[src/verilog/drc_pkg.sv]
// Purpose: Shared types and codes for the dual channel redundancy control
// Assumes: Two channels, operator commands arrive on the mclk domain
// Notes:   Channel and sequencer encodings are Gray along the usual path
package drc_pkg;

   // Per-channel operating state
   typedef enum logic [1:0] {
      CH_STANDBY = 2'h0,
      CH_ACTIVE  = 2'h1,
      CH_MAINT   = 2'h3
   } drc_chan_t;

   // Cold switch-over sequencer
   typedef enum logic [1:0] {
      SW_IDLE    = 2'h0,
      SW_DRAIN   = 2'h1,
      SW_SWAP    = 2'h3,
      SW_RELEASE = 2'h2
   } drc_sw_t;

   // Operator command codes
   localparam logic [1:0] CMD_NONE        = 2'h0;
   localparam logic [1:0] CMD_COLD_SWITCH = 2'h1;
   localparam logic [1:0] CMD_ENTER_MAINT = 2'h2;
   localparam logic [1:0] CMD_EXIT_MAINT  = 2'h3;

   // Reset configuration: channel 0 in service, channel 1 in stand-by
   localparam logic      RST_ACTIVE_CH = 1'h0;
   localparam drc_chan_t RST_CH0_STATE = CH_ACTIVE;
   localparam drc_chan_t RST_CH1_STATE = CH_STANDBY;

   // Pin synchroniser: revolution marker plus one fault line per channel
   localparam int SYNC_WIDTH = 3;
   localparam int SYNC_NORTH = 2;

endpackage

[src/verilog/drc_ctrl.sv]
// Purpose: Active/stand-by/maintenance control of two redundant channels
// Assumes: north_pin pulses once per antenna revolution; fault pins are
//          levels from the channels; commands are mclk-synchronous
// Notes:   Site parameters are held outside; this block only locks them
//
// Behaviour
// - Two channels; changeover commanded locally or by remote supervision.
// - Each channel is always active, stand-by or maintenance.
// - Every channel fault is reported to remote supervision.
// - Never both channels active at once.
// - Stand-by goes active by operator cold switch or automatic hot switch.
// - Active goes to stand-by only by operator cold switch-over.
// - Maintenance entered from stand-by by command; exit always to stand-by.
// - Maintenance exit by exactly one path: remote, or authorised local.
// - Hot switch-over puts the failed channel into maintenance.
// - After a hot switch, a second hot switch is inhibited.
// - Fault-triggered switch completes within one antenna revolution.
// - Cold switch holds processing chains so no essential data is lost.
// - Cold switch completes within one revolution of command acceptance.
// - Site parameter set stays unchanged across a channel switch.
// - Active channel and RF changeover selection reported to remote station.
`timescale 1ns/1ps
module drc_ctrl
   import drc_pkg::*;
(
   // Clock and reset
   input  wire logic       mclk,
   input  wire logic       resetn,
   // Antenna and channel pins
   input  wire logic       north_pin,
   input  wire logic [1:0] ch_fail_pin,
   // Operator and remote_supervision_system commands
   input  wire logic       cmd_valid,
   input  wire logic [1:0] cmd_code,
   input  wire logic       cmd_chan,
   input  wire logic       cmd_remote,
   input  wire logic       local_auth,
   input  wire logic       maint_exit_remote,
   // Command answer
   output logic            cmd_ack,
   output logic            cmd_nak,
   // Channel state reporting
   output logic [1:0]      ch0_state,
   output logic [1:0]      ch1_state,
   output logic            active_ch,
   output logic            rf_sel,
   // Fault reporting
   output logic [1:0]      fault_report,
   output logic            fault_event,
   output logic            hot_inhibit,
   // Switch-over control
   output logic            chain_hold,
   output logic            sdp_lock
);

   logic [SYNC_WIDTH-1:0] pins_s;
   logic                  north_s;
   logic [1:0]            fail_s;
   logic                  north_d_q;
   logic [1:0]            fail_d_q;
   logic                  north_tick;
   drc_chan_t             st_q [2];
   logic                  act_q;
   logic                  other;
   logic                  rf_q;
   logic                  inhibit_q;
   drc_sw_t               sw_q;
   drc_sw_t               sw_d;
   logic                  hot_go;
   logic                  legal;
   logic                  acc;
   logic                  ack_q;
   logic                  nak_q;
   logic [1:0]            rep_q;
   logic                  evt_q;
   logic                  hold_q;
   logic                  lock_q;

   // Pins from outside the mclk domain
   drc_sync #(
      .WIDTH (SYNC_WIDTH)
   ) u_sync (
      .mclk   (mclk),
      .resetn (resetn),
      .pin    ({north_pin, ch_fail_pin}),
      .sync   (pins_s)
   );

   assign north_s = pins_s[SYNC_NORTH];
   assign fail_s  = pins_s[1:0];

   // Edge history on the synchronised pins
   always_ff @(posedge mclk or negedge resetn) begin
      if (!resetn) begin
         north_d_q <= 1'b0;
         fail_d_q  <= 2'h0;
      end else begin
         north_d_q <= north_s;
         fail_d_q  <= fail_s;
      end
   end

   assign north_tick = north_s & ~north_d_q;
   assign other      = ~act_q;

   // only onto stand-by; blocked once inhibited
   assign hot_go = fail_s[act_q] && (st_q[act_q] == CH_ACTIVE) &&
                   (st_q[other] == CH_STANDBY) && !inhibit_q;

   // Command legality against current states
   always_comb begin
      legal = 1'b0;
      case (cmd_code)
         // active goes to stand-by only this way
         CMD_COLD_SWITCH: begin
            legal = (st_q[act_q] == CH_ACTIVE) &&
                    (st_q[other] == CH_STANDBY);
         end
         CMD_ENTER_MAINT: begin
            legal = (st_q[cmd_chan] == CH_STANDBY);
         end
         CMD_EXIT_MAINT: begin
            legal = (st_q[cmd_chan] == CH_MAINT) &&
                    (cmd_remote == maint_exit_remote) &&
                    (cmd_remote || local_auth);
         end
         default: begin
            legal = 1'b0;
         end
      endcase
   end

   // reject while busy or during a hot switch
   assign acc = cmd_valid && legal && (sw_q == SW_IDLE) && !hot_go;

   // Cold switch-over sequencer
   always_comb begin
      sw_d = sw_q;
      case (sw_q)
         SW_IDLE: begin
            if (acc && cmd_code == CMD_COLD_SWITCH) begin
               sw_d = SW_DRAIN;
            end
         end
         SW_DRAIN: begin
            if (hot_go) begin
               sw_d = SW_IDLE;
            end else if (north_tick) begin
               sw_d = SW_SWAP;
            end
         end
         SW_SWAP: begin
            sw_d = hot_go ? SW_IDLE : SW_RELEASE;
         end
         SW_RELEASE: begin
            sw_d = SW_IDLE;
         end
         default: begin
            sw_d = SW_IDLE;
         end
      endcase
   end

   always_ff @(posedge mclk or negedge resetn) begin
      if (!resetn) begin
         sw_q <= SW_IDLE;
      end else begin
         sw_q <= sw_d;
      end
   end

   // Channel states; hot switch wins over any other change
   // one of three states each
   always_ff @(posedge mclk or negedge resetn) begin
      if (!resetn) begin
         st_q[0] <= RST_CH0_STATE;
         st_q[1] <= RST_CH1_STATE;
         act_q   <= RST_ACTIVE_CH;
         rf_q    <= RST_ACTIVE_CH;
      end else if (hot_go) begin
         // one write swaps both, never two active
         st_q[act_q] <= CH_MAINT;
         st_q[other] <= CH_ACTIVE;
         act_q       <= other;
         rf_q        <= other;
      end else if (sw_q == SW_SWAP) begin
         st_q[act_q] <= CH_STANDBY;
         st_q[other] <= CH_ACTIVE;
         act_q       <= other;
         rf_q        <= other;
      end else if (acc && cmd_code == CMD_ENTER_MAINT) begin
         st_q[cmd_chan] <= CH_MAINT;
      end else if (acc && cmd_code == CMD_EXIT_MAINT) begin
         st_q[cmd_chan] <= CH_STANDBY;
      end
   end

   // inhibit until a channel returns from maintenance
   always_ff @(posedge mclk or negedge resetn) begin
      if (!resetn) begin
         inhibit_q <= 1'b0;
      end else if (hot_go) begin
         inhibit_q <= 1'b1;
      end else if (acc && cmd_code == CMD_EXIT_MAINT) begin
         inhibit_q <= 1'b0;
      end
   end

   always_ff @(posedge mclk or negedge resetn) begin
      if (!resetn) begin
         ack_q <= 1'b0;
         nak_q <= 1'b0;
      end else begin
         ack_q <= acc;
         nak_q <= cmd_valid && !acc;
      end
   end

   // fault levels and a pulse on each new fault
   always_ff @(posedge mclk or negedge resetn) begin
      if (!resetn) begin
         rep_q <= 2'h0;
         evt_q <= 1'b0;
      end else begin
         rep_q <= fail_s;
         evt_q <= |(fail_s & ~fail_d_q);
      end
   end

   // chains held through the whole cold sequence
   // parameter writes locked during any switch
   always_ff @(posedge mclk or negedge resetn) begin
      if (!resetn) begin
         hold_q <= 1'b0;
         lock_q <= 1'b0;
      end else begin
         hold_q <= (sw_d != SW_IDLE);
         lock_q <= (sw_d != SW_IDLE) || hot_go;
      end
   end

   // active channel and RF selection reported
   assign ch0_state    = st_q[0];
   assign ch1_state    = st_q[1];
   assign active_ch    = act_q;
   assign rf_sel       = rf_q;
   assign cmd_ack      = ack_q;
   assign cmd_nak      = nak_q;
   assign fault_report = rep_q;
   assign fault_event  = evt_q;
   assign hot_inhibit  = inhibit_q;
   assign chain_hold   = hold_q;
   assign sdp_lock     = lock_q;

endmodule

[src/verilog/drc_sync.sv]
// Purpose: Two flip-flop synchroniser for asynchronous pin inputs
// Assumes: Inputs are slow levels compared with mclk
// Notes:   Only the second stage may be read by other logic
`timescale 1ns/1ps
module drc_sync #(
   parameter int WIDTH = 1
) (
   // Clock and reset
   input  wire logic             mclk,
   input  wire logic             resetn,
   // Pin side and synchronised side
   input  wire logic [WIDTH-1:0] pin,
   output logic      [WIDTH-1:0] sync
);

   logic [WIDTH-1:0] meta_q;

   // Two stages; the first is read only by the second
   always_ff @(posedge mclk or negedge resetn) begin
      if (!resetn) begin
         meta_q <= '0;
         sync   <= '0;
      end else begin
         meta_q <= pin;
         sync   <= meta_q;
      end
   end

endmodule
[config.mk]
export PLATFORM = sky130hd
export DESIGN_NAME = drc_ctrl
export DESIGN_NICKNAME = d
export VERILOG_FILES = /design/src/verilog/drc_pkg.sv /design/src/verilog/drc_ctrl.sv /design/src/verilog/drc_sync.sv
export SDC_FILE = /design/constraint.sdc
export NUM_CORES = 1
export LEC_CHECK = 0
export ABC_CLOCK_PERIOD_IN_PS = 2300
export BUFFER_PORTS_ARGS = -buffer_cell sky130_fd_sc_hd__buf_2
export CAP_MARGIN = 0
export CORE_MARGIN = 10
export CORE_UTILIZATION = 35
export DETAILED_ROUTE_END_ITERATION = 6
export PLACE_DENSITY = 0.58
export SKIP_CTS_REPAIR_TIMING = 1
export SYNTH_ARGS = -nofsm -noshare
export SYNTH_HDL_FRONTEND = slang
export SYNTH_SLANG_ARGS = --single-unit
[constraint.sdc]
create_clock -name mclk -period 2.3 [get_ports mclk]
set_input_delay 0.115 -clock mclk [delete_from_list [all_inputs] [get_ports mclk]]
set_output_delay 0.115 -clock mclk [all_outputs]
set_load 0.03 [all_outputs]
==> results.md, run 1 <==
- Status: finished clean
- Worst Tran Pin Value: 0.468 ns
- First-pass detailed-route iteration total: 3
- Slowest cell on crit path: dfstp_2
- CP cell instances: or3b_4, a211oi_2, nand2_1, or3_4, nand3b_1
- Clock latency on the worst-skew pair: 0.31 ns
- Multi-input gate area: 382 sq um
- Final setup vio count: 0
- Register area: 552 sq um
- DR DRC count: 0
- Per-cell routed wire length: 15.0 microns
- Top Ports: 26
- FFs w/ async S/R, synth: 100%
- Sw frac: 39.6%
- # diodes: 0
- R2R Setup Slk: 0.39 ns
- Root buffer cell: clkbuf_4
- Htree depth: 1
- Crit share post-route: 82.9%
- Post-Syn Nets: 97
- Cell variety after synth: 39
- Placer Congestion: 0.852
- Relative slew slack: 68.8%
- Core area: 2710 sq um
- Initial Utilization: 35.7%
- Leak pwr: 0.574 nW
- First-pass GRT wire length: 3520 microns
- CTS clk-pin slew, worst paths: 0.13 ns
- Switch Pwr: 0.551 mW
- Post-Route Skew: 0.00803 ns
- Syn avg cell area: 11.4 sq um
- Logic pwr share: 37.3%
- #FFs+latches synth: 22
- Gr usage total: 8.47%
- Critical path required time: 2.55 ns
- Share of cells above drive strength 1: 33.3%
- Largest cells by area after synthesis: dfrtp_1, dfstp_2, nand2_1, a211oi_2, nand3b_1
- Chip height: 72.6 microns
- Largest net degree at the start of global routing: 23
- Max Transition Viols Final: 0
- Num rows: 19
- Hold Violations, Final: 0
- Die area: 5270 sq um
- Post-synth top cells: dfrtp_1, nand2_1, nor2_1
- Final core utilization: 44.7%
- Most area-hungry cell type in the Yosys netlist: dfrtp_1
- Syn Inst Count: 85
- CTS Buf Count: 3
- Setup crit end: sdp_lock$_DFF_PN0_
- Sequential Power Share: 41.3%
- Initial antenna violation count: 0
- Drt total wl: 2220 microns
- # fillers: 277
- Max Root-Sink Buffers: 2
- Vias in the first global route: 756
- Mapped cell area: 967 sq um
- Reg2Reg Depth: 5
- Max-capacitance violation count: 0
- VDD IR max: 0.505 mV
- PwrDens: 1150 nW/um^2
- Placed Instance Area: 1120 sq um
- Number of flops mapped to enable cells by yosys: 0
- Global route overflow: 0
- Setup TNS: 0 ns
- Top FF cell, synth: dfrtp_1
- Post-DP HPWL: 1630 microns
- CP Capture Type: flip-flop
- Int Pwr: 0.841 mW
- CTS tree: done
- Reg2reg end: sdp_lock$_DFF_PN0_
- Sequential area share after synthesis: 57.1%
- DIE WIDTH: 72.6 microns
- Yosys Warn Count: 0
- Final nets: 130
- Startpoint Class: flip-flop
- Fin area: 1210 sq um
- Iteration-0 DRC count of the detailed router: 26
- Hold Path Class: in2reg
- RSZ-0062 raised after global routing: no
- Antenna Nets Post-Route: 0
- CP Data Arrival Time: 2.16 ns
- Port buffer count: 25
- Most instantiated library cell after synthesis: dfrtp_1
- Clock power share: 21.4%
- Vias per inst: 5.01
- Yosys top cell area share: 54.3%
- Max Clk Rate: 525 MHz
- CP max FO: 7
- Fin crit period: 1.91 ns
- TritonCTS Sinks: 22
- Detailed-route via count: 741
- Area Growth Syn to Fin: 25.4%
- CP max stage delay: 0.61 ns
- CP Class: reg2reg
## critical path: cells and delay by family (launching register included)
family	cells	cell delay (ns)
flops	1	0.61
compound gates	1	0.26
simple gates	4	0.96
## worst min path at each step
| stage | slack, ns | depth (start not counted) | end | from |
|---|---|---|---|---|
| 3_3_place_gp | 0.1 | 1 | cmd_nak$_DFF_PN0_ | resetn |
| 6_report | 0.03 | 2 | cmd_ack$_DFF_PN0_ | cmd_code[1] |
| 2_1_floorplan | -0.18 | 0 | async pin | resetn |
| 5_1_grt | 0.03 | 2 | cmd_ack$_DFF_PN0_ | cmd_code[1] |
| 3_5_place_dp | 0.11 | 1 | cmd_nak$_DFF_PN0_ | resetn |
| 4_1_cts | -0.26 | 1 | cmd_nak$_DFF_PN0_ | resetn |
## layer usage
layer  up-vias  part of all wire (%)  global-route usage [%]
li1        367                     -                       -
met1       356                    45                    9.73
met2        14                    47                    13.4
met3         4                   5.5                    2.72
met4         0                   2.1                    5.06
met5         -                     0                       0
## metrics by stage
step	hold WS [ns]	std cells	power [mW]	worst slack, ns
after floorplan	-0.181	85	0.950	0.398
after global placement	0.0993	140	1.10	0.425
after detailed placement	0.110	140	1.10	0.430
after CTS	-0.264	144	1.41	0.381
after global routing	0.0303	148	1.48	0.305
final	0.0276	148	1.39	0.394
## final cells by class
| class | count | share of cell area (%) |
|---|---|---|
| Clock buffer | 3 | 1.86 |
| Clock inverter | 1 | 2.48 |
| Inverter | 4 | 1.24 |
| Multi-Input combinational cell | 57 | 31.5 |
| Sequential cell | 22 | 45.5 |
| Tap cell | 31 | 3.20 |
| Timing Repair Buffer | 30 | 14.2 |
## power by group through the flow
stage          clock, mW  combinational [mW]  sequential [mW]
2_1_floorplan          0               0.240            0.709
3_3_place_gp           0               0.521            0.582
3_5_place_dp           0               0.521            0.580
4_1_cts            0.311               0.523            0.573
5_1_grt            0.319               0.574            0.588
6_report           0.298               0.519            0.575
## layout by cell type, fill, tap and decap left out, types with 3 or more instances in the layout
master and instances:
a21oi_1 4, buf_2 25, clkbuf_4 3, dfrtp_1 21, dlygate4sd3_1 4, inv_1 4, nand2_1 7, nand3b_1 3
nor2_1 5, o21ai_1 3
## logic make-up after synthesis
group | count (synthesis) | synth area share [%]
and+or+nand+nor | 33 | 21.0
DFF | 22 | 57.1
AOI/OAI and AO/OA | 23 | 17.5
buffers and inverters | 6 | 3.49
muxes | 1 | 1.03
Note: power is estimated with default switching activity, not from simulation.
==> run 2: changes to the inputs <==
- ABC_CLOCK_PERIOD_IN_PS: 2300 -> 1600
- PLACE_DENSITY: 0.58 -> 0.6
- clock period: 2.3 -> 1.6 ns (I/O delays scaled with it)
==> results.md, run 2 (same netlist as run 1, synthesis figures left out) <==
- Status: complete, but fails checks (was finished clean)
- Failing checks: setup timing
- Setup TNS: -1.49 ns (was 0 ns)
- Relative slew slack: 68.2% (was 68.8%)
- Sequential Power Share: 34.2% (was 41.3%)
- Die area: 5270 sq um (unchanged)
- Vias in the first global route: 811 (was 756)
- Detailed-route via count: 783 (was 741)
- CTS Buf Count: 3 (unchanged)
- Worst Tran Pin Value: 0.477 ns (was 0.468 ns)
- R2R Setup Slk: -0.21 ns (was 0.39 ns)
- Startpoint Class: flip-flop (unchanged)
- CP Capture Type: flip-flop (unchanged)
- First-pass detailed-route iteration total: 4 (was 3)
- Final core utilization: 49.6% (was 44.7%)
- Final nets: 142 (was 130)
- Per-cell routed wire length: 14.8 microns (was 15.0 microns)
- CTS tree: done (unchanged)
- DIE WIDTH: 72.6 microns (unchanged)
- Critical path required time: 1.81 ns (was 2.55 ns)
- RSZ-0062 raised after global routing: yes (was no)
- CP max FO: 5 (was 7)
- Gr usage total: 8.42% (was 8.47%)
- Antenna Nets Post-Route: 0 (unchanged)
- Hold Path Class: in2reg (unchanged)
- Most common cell after layout, fill and taps aside: buf_2 (unchanged)
- Int Pwr: 1.35 mW (was 0.841 mW)
- TritonCTS Sinks: 22 (unchanged)
- Switch Pwr: 0.861 mW (was 0.551 mW)
- VDD IR max: 0.880 mV (was 0.505 mV)
- # diodes: 0 (unchanged)
- CP Class: reg2reg (unchanged)
- Iteration-0 DRC count of the detailed router: 25 (was 26)
- Logic pwr share: 46.8% (was 37.3%)
- Max Transition Viols Final: 0 (unchanged)
- Clock latency on the worst-skew pair: 0.30 ns (was 0.31 ns)
- Fin crit period: 1.81 ns (was 1.91 ns)
- Leak pwr: 0.631 nW (was 0.574 nW)
- Post-Route Skew: 0.00568 ns (was 0.00803 ns)
- PwrDens: 1640 nW/um^2 (was 1150 nW/um^2)
- Initial antenna violation count: 0 (unchanged)
- First-pass GRT wire length: 3620 microns (was 3520 microns)
- Crit share post-route: 113% (was 82.9%)
- Hold Violations, Final: 0 (unchanged)
- Final setup vio count: 10 (was 0)
- Max Root-Sink Buffers: 2 (unchanged)
- CTS clk-pin slew, worst paths: 0.12 ns (was 0.13 ns)
- Post-DP HPWL: 1730 microns (was 1630 microns)
- Htree depth: 1 (unchanged)
- Clock power share: 19.1% (was 21.4%)
- Drt total wl: 2370 microns (was 2220 microns)
- Global route overflow: 0 (unchanged)
- Area Growth Syn to Fin: 38.9% (was 25.4%)
- Top Ports: 26 (unchanged)
- Root buffer cell: clkbuf_4 (unchanged)
- Max Clk Rate: 554 MHz (was 525 MHz)
- Initial Utilization: 35.7% (unchanged)
- Port buffer count: 25 (unchanged)
- # fillers: 256 (was 277)
- Place WS: -0.239 ns (was 0.430 ns)
- Num rows: 19 (unchanged)
- Sw frac: 39.0% (was 39.6%)
- DR DRC count: 0 (unchanged)
- Pwr Total: 2.21 mW (was 1.39 mW)
- Final Worst Setup Slack: -0.206 ns (was 0.394 ns)
- Most frequent cells in the layout: buf_2, dfrtp_1, buf_4, nand2_1, nor2_1 (was buf_2, dfrtp_1, nand2_1, nor2_1)
- Core area: 2710 sq um (unchanged)
- Largest net degree at the start of global routing: 23 (unchanged)
- Max-capacitance violation count: 0 (unchanged)
- Chip height: 72.6 microns (unchanged)
- Vias per inst: 4.89 (was 5.01)
- Placer Congestion: 0.857 (was 0.852)
- Share of cells above drive strength 1: 45.7% (was 33.3%)
- CP Data Arrival Time: 2.01 ns (was 2.16 ns)
[run 2: critical path: stages (launching register included)]
cell	delay [ns]
dfstp_2	0.54
or3b_4	0.39
a211o_2	0.36
and2_4	0.17
o21a_1	0.09
o32a_1	0.14
[run 2: stage by stage]
stage | std cells | hold slack [ns] | cell area, sq um
3_5_place_dp | 152 | 0.0694 | 1210
5_1_grt | 160 | 0.0127 | 1340
4_1_cts | 156 | -0.275 | 1260
6_report | 160 | 0.00515 | 1340
3_3_place_gp | 152 | 0.0627 | 1210
2_1_floorplan | 85 | -0.216 | 967
[run 2: path summary, 6_finish.rpt]
path,cells after the start,end,startpoint
max,5,flip-flop,flip-flop
min,2,cmd_ack$_DFF_PN0_,cmd_code[1]
min in group asynchronous,2,cmd_ack$_DFF_PN0_,resetn
min reg2reg,0,u_sync.sync[0]$_DFF_PN0_,u_sync.meta_q[0]$_DFF_PN0_
max in group asynchronous,2,async pin,resetn
max reg2reg,5,flip-flop,flip-flop
[run 2: power groups by stage]
stage | clock network, mW | registers, mW | logic [mW]
final | 0.420 | 0.754 | 1.03
after global routing | 0.450 | 0.773 | 1.11
after CTS | 0.431 | 0.754 | 0.968
after detailed placement | 0 | 0.765 | 0.968
after global placement | 0 | 0.765 | 0.960
after floorplan | 0 | 1.02 | 0.346
[run 2: layer usage]
layer	vias up	part of all wire [%]	track usage, %
li1	397	-	-
met1	370	45	9.43
met2	14	49	14.1
met3	2	4.9	2.86
met4	0	0.51	3.80
met5	-	0	0
[run 2: cell type report]
type,instances,area [sq um],share of cell area [%]
Clock buffer,3,22.5,1.68
Multi-Input combinational cell,57,423,31.5
Clock inverter,1,30.0,2.23
Sequential cell,22,552,41.1
Timing Repair Buffer,42,263,19.6
Tap cell,31,38.8,2.89
Inverter,4,15.0,1.12
==> run 3: changes to the inputs <==
- ABC_CLOCK_PERIOD_IN_PS: 1600 -> 2200
- PLACE_DENSITY: 0.6 -> 0.58
- clock period: 1.6 -> 2.2 ns (I/O delays scaled with it)
==> results.md, run 3 (same netlist as run 1, synthesis figures left out) <==
- Buf+Inv Stages, Crit Path: 0 (unchanged)
- Leak pwr: 0.574 nW (was 0.631 nW)
- DIE WIDTH: 72.6 microns (unchanged)
- Iteration-0 DRC count of the detailed router: 26 (was 25)
- Place WS: 0.316 ns (was -0.239 ns)
- Antenna Nets Post-Route: 0 (unchanged)
- CTS tree: done (unchanged)
- CP max stage delay: 0.60 ns (was 0.54 ns)
- CTS Buf Count: 3 (unchanged)
- Status: finished clean (was complete, but fails checks)
- Clock latency on the worst-skew pair: 0.31 ns (was 0.30 ns)
- CP cell instances: or3b_4, a211oi_2, nand2_1, or3_4, nand3b_1 (was or3b_4, a211o_2, and2_4, o21a_1, o32a_1)
- Slowest cell on crit path: dfstp_2 (unchanged)
- Hold Path Class: in2reg (unchanged)
- Most common cell after layout, fill and taps aside: buf_2 (unchanged)
- TritonCTS Sinks: 22 (unchanged)
- Levels on crit path: 5 (unchanged)
- Initial antenna violation count: 0 (unchanged)
- Largest net degree at the start of global routing: 23 (unchanged)
- Crit share post-route: 86.3% (was 113%)
- Max Root-Sink Buffers: 2 (unchanged)
- DR DRC count: 0 (unchanged)
- Htree depth: 1 (unchanged)
- PwrDens: 1200 nW/um^2 (was 1640 nW/um^2)
- Gr usage total: 8.31% (was 8.42%)
- VDD IR max: 0.600 mV (was 0.880 mV)
- Chip height: 72.6 microns (unchanged)
- Drt total wl: 2190 microns (was 2370 microns)
- Share of cells above drive strength 1: 33.3% (was 45.7%)
- Per-cell routed wire length: 14.8 microns (about the same)
- Root buffer cell: clkbuf_4 (unchanged)
- Critical path required time: 2.44 ns (was 1.81 ns)
- Post-DP HPWL: 1670 microns (was 1730 microns)
- Setup TNS: 0 ns (was -1.49 ns)
- Hold Crit Depth: 2 (unchanged)
- Placer Congestion: 0.852 (was 0.857)
- CTS clk-pin slew, worst paths: 0.13 ns (was 0.12 ns)
- Hold Violations, Final: 0 (unchanged)
- Worst Tran Pin Value: 0.479 ns (was 0.477 ns)
- Startpoint Class: flip-flop (unchanged)
- Vias per inst: 5.09 (was 4.89)
- First-pass detailed-route iteration total: 4 (unchanged)
- Final nets: 130 (was 142)
- Max Transition Viols Final: 0 (unchanged)
- Num rows: 19 (unchanged)
- Initial Utilization: 35.7% (unchanged)
- Area Growth Syn to Fin: 25.4% (was 38.9%)
- Reg2Reg Depth: 5 (unchanged)
- Max Clk Rate: 526 MHz (was 554 MHz)
- CP Capture Type: flip-flop (unchanged)
- Final Worst Setup Slack: 0.300 ns (was -0.206 ns)
- CP Data Arrival Time: 2.14 ns (was 2.01 ns)
- CP max FO: 7 (was 5)
- Detailed-route via count: 753 (was 783)
- Vias in the first global route: 767 (was 811)
- Core area: 2710 sq um (unchanged)
- Fin crit period: 1.90 ns (was 1.81 ns)
- Global route overflow: 0 (unchanged)
- Final setup vio count: 0 (was 10)
- Top Ports: 26 (unchanged)
- RSZ-0062 raised after global routing: no (was yes)
- Max-capacitance violation count: 0 (unchanged)
- Die area: 5270 sq um (unchanged)
- Relative slew slack: 68.1% (was 68.2%)
- Port buffer count: 25 (unchanged)
- # fillers: 280 (was 256)
- CP Class: reg2reg (unchanged)
- Most frequent cells in the layout: buf_2, dfrtp_1, nand2_1, nor2_1 (was buf_2, dfrtp_1, buf_4, nand2_1, nor2_1)
- Delay-heaviest family, CP: simple AND/OR/NAND/NOR gates (was compound AO/OA/AOI/OAI gates)
- # diodes: 0 (unchanged)
- Post-Route Skew: 0.00786 ns (was 0.00568 ns)
- First-pass GRT wire length: 3560 microns (was 3620 microns)
==> run 3: cell count changes in the layout (fill, tap and decap cells not counted), sizes merged <==
cell	change
buf	-12
==> run 3: path summary, 6_finish.rpt <==
path,start,end,slack [ns]
min,cmd_code[1],cmd_ack$_DFF_PN0_,0.03
min reg2reg,u_sync.meta_q[1]$_DFF_PN0_,u_sync.sync[1]$_DFF_PN0_,0.36
max reg2reg,flip-flop,sdp_lock$_DFF_PN0_,0.30
max in group asynchronous,resetn,async pin,1.58
min in group asynchronous,resetn,cmd_nak$_DFF_PN0_,0.26
max,flip-flop,sdp_lock$_DFF_PN0_,0.30
==> run 3: where the power goes <==
part	internal, mW	switching (mW)	total, mW	leakage (nW)
Combinational	0.194	0.350	0.544	0.283
Sequential	0.501	0.0965	0.597	0.263
Clock	0.184	0.124	0.308	0.0279
Total	0.879	0.570	1.45	0.574
==> run 3: stage by stage <==
step / power, mW / util [%] / instances / area, sq um / hold WS [ns]
after floorplan: 0.993 / - / 85 / 967 / -0.186
after global placement: 1.15 / 41.3 / 140 / 1120 / 0.0957
after detailed placement: 1.15 / 41.3 / 140 / 1120 / 0.103
after CTS: 1.47 / 43.3 / 144 / 1170 / -0.249
after global routing: 1.54 / 44.7 / 148 / 1210 / 0.0319
final: 1.45 / 44.7 / 148 / 1210 / 0.0337
==> run 3: layout make-up <==
class,count,area (sq um),share of cell area [%]
timing repair buffer,30,173,14.2
inverter,4,15.0,1.24
clock buffer,3,22.5,1.86
multi-input combinational,57,382,31.5
clock inverter,1,30.0,2.48
tap,31,38.8,3.20
sequential,22,552,45.5
==> run 3: routing by layer <==
metal | track usage (%) | routed length (microns)
met1 | 9.91 | 958
met2 | 13.0 | 1080
met3 | 3.00 | 133
met4 | 3.80 | 20
met5 | 0 | 0
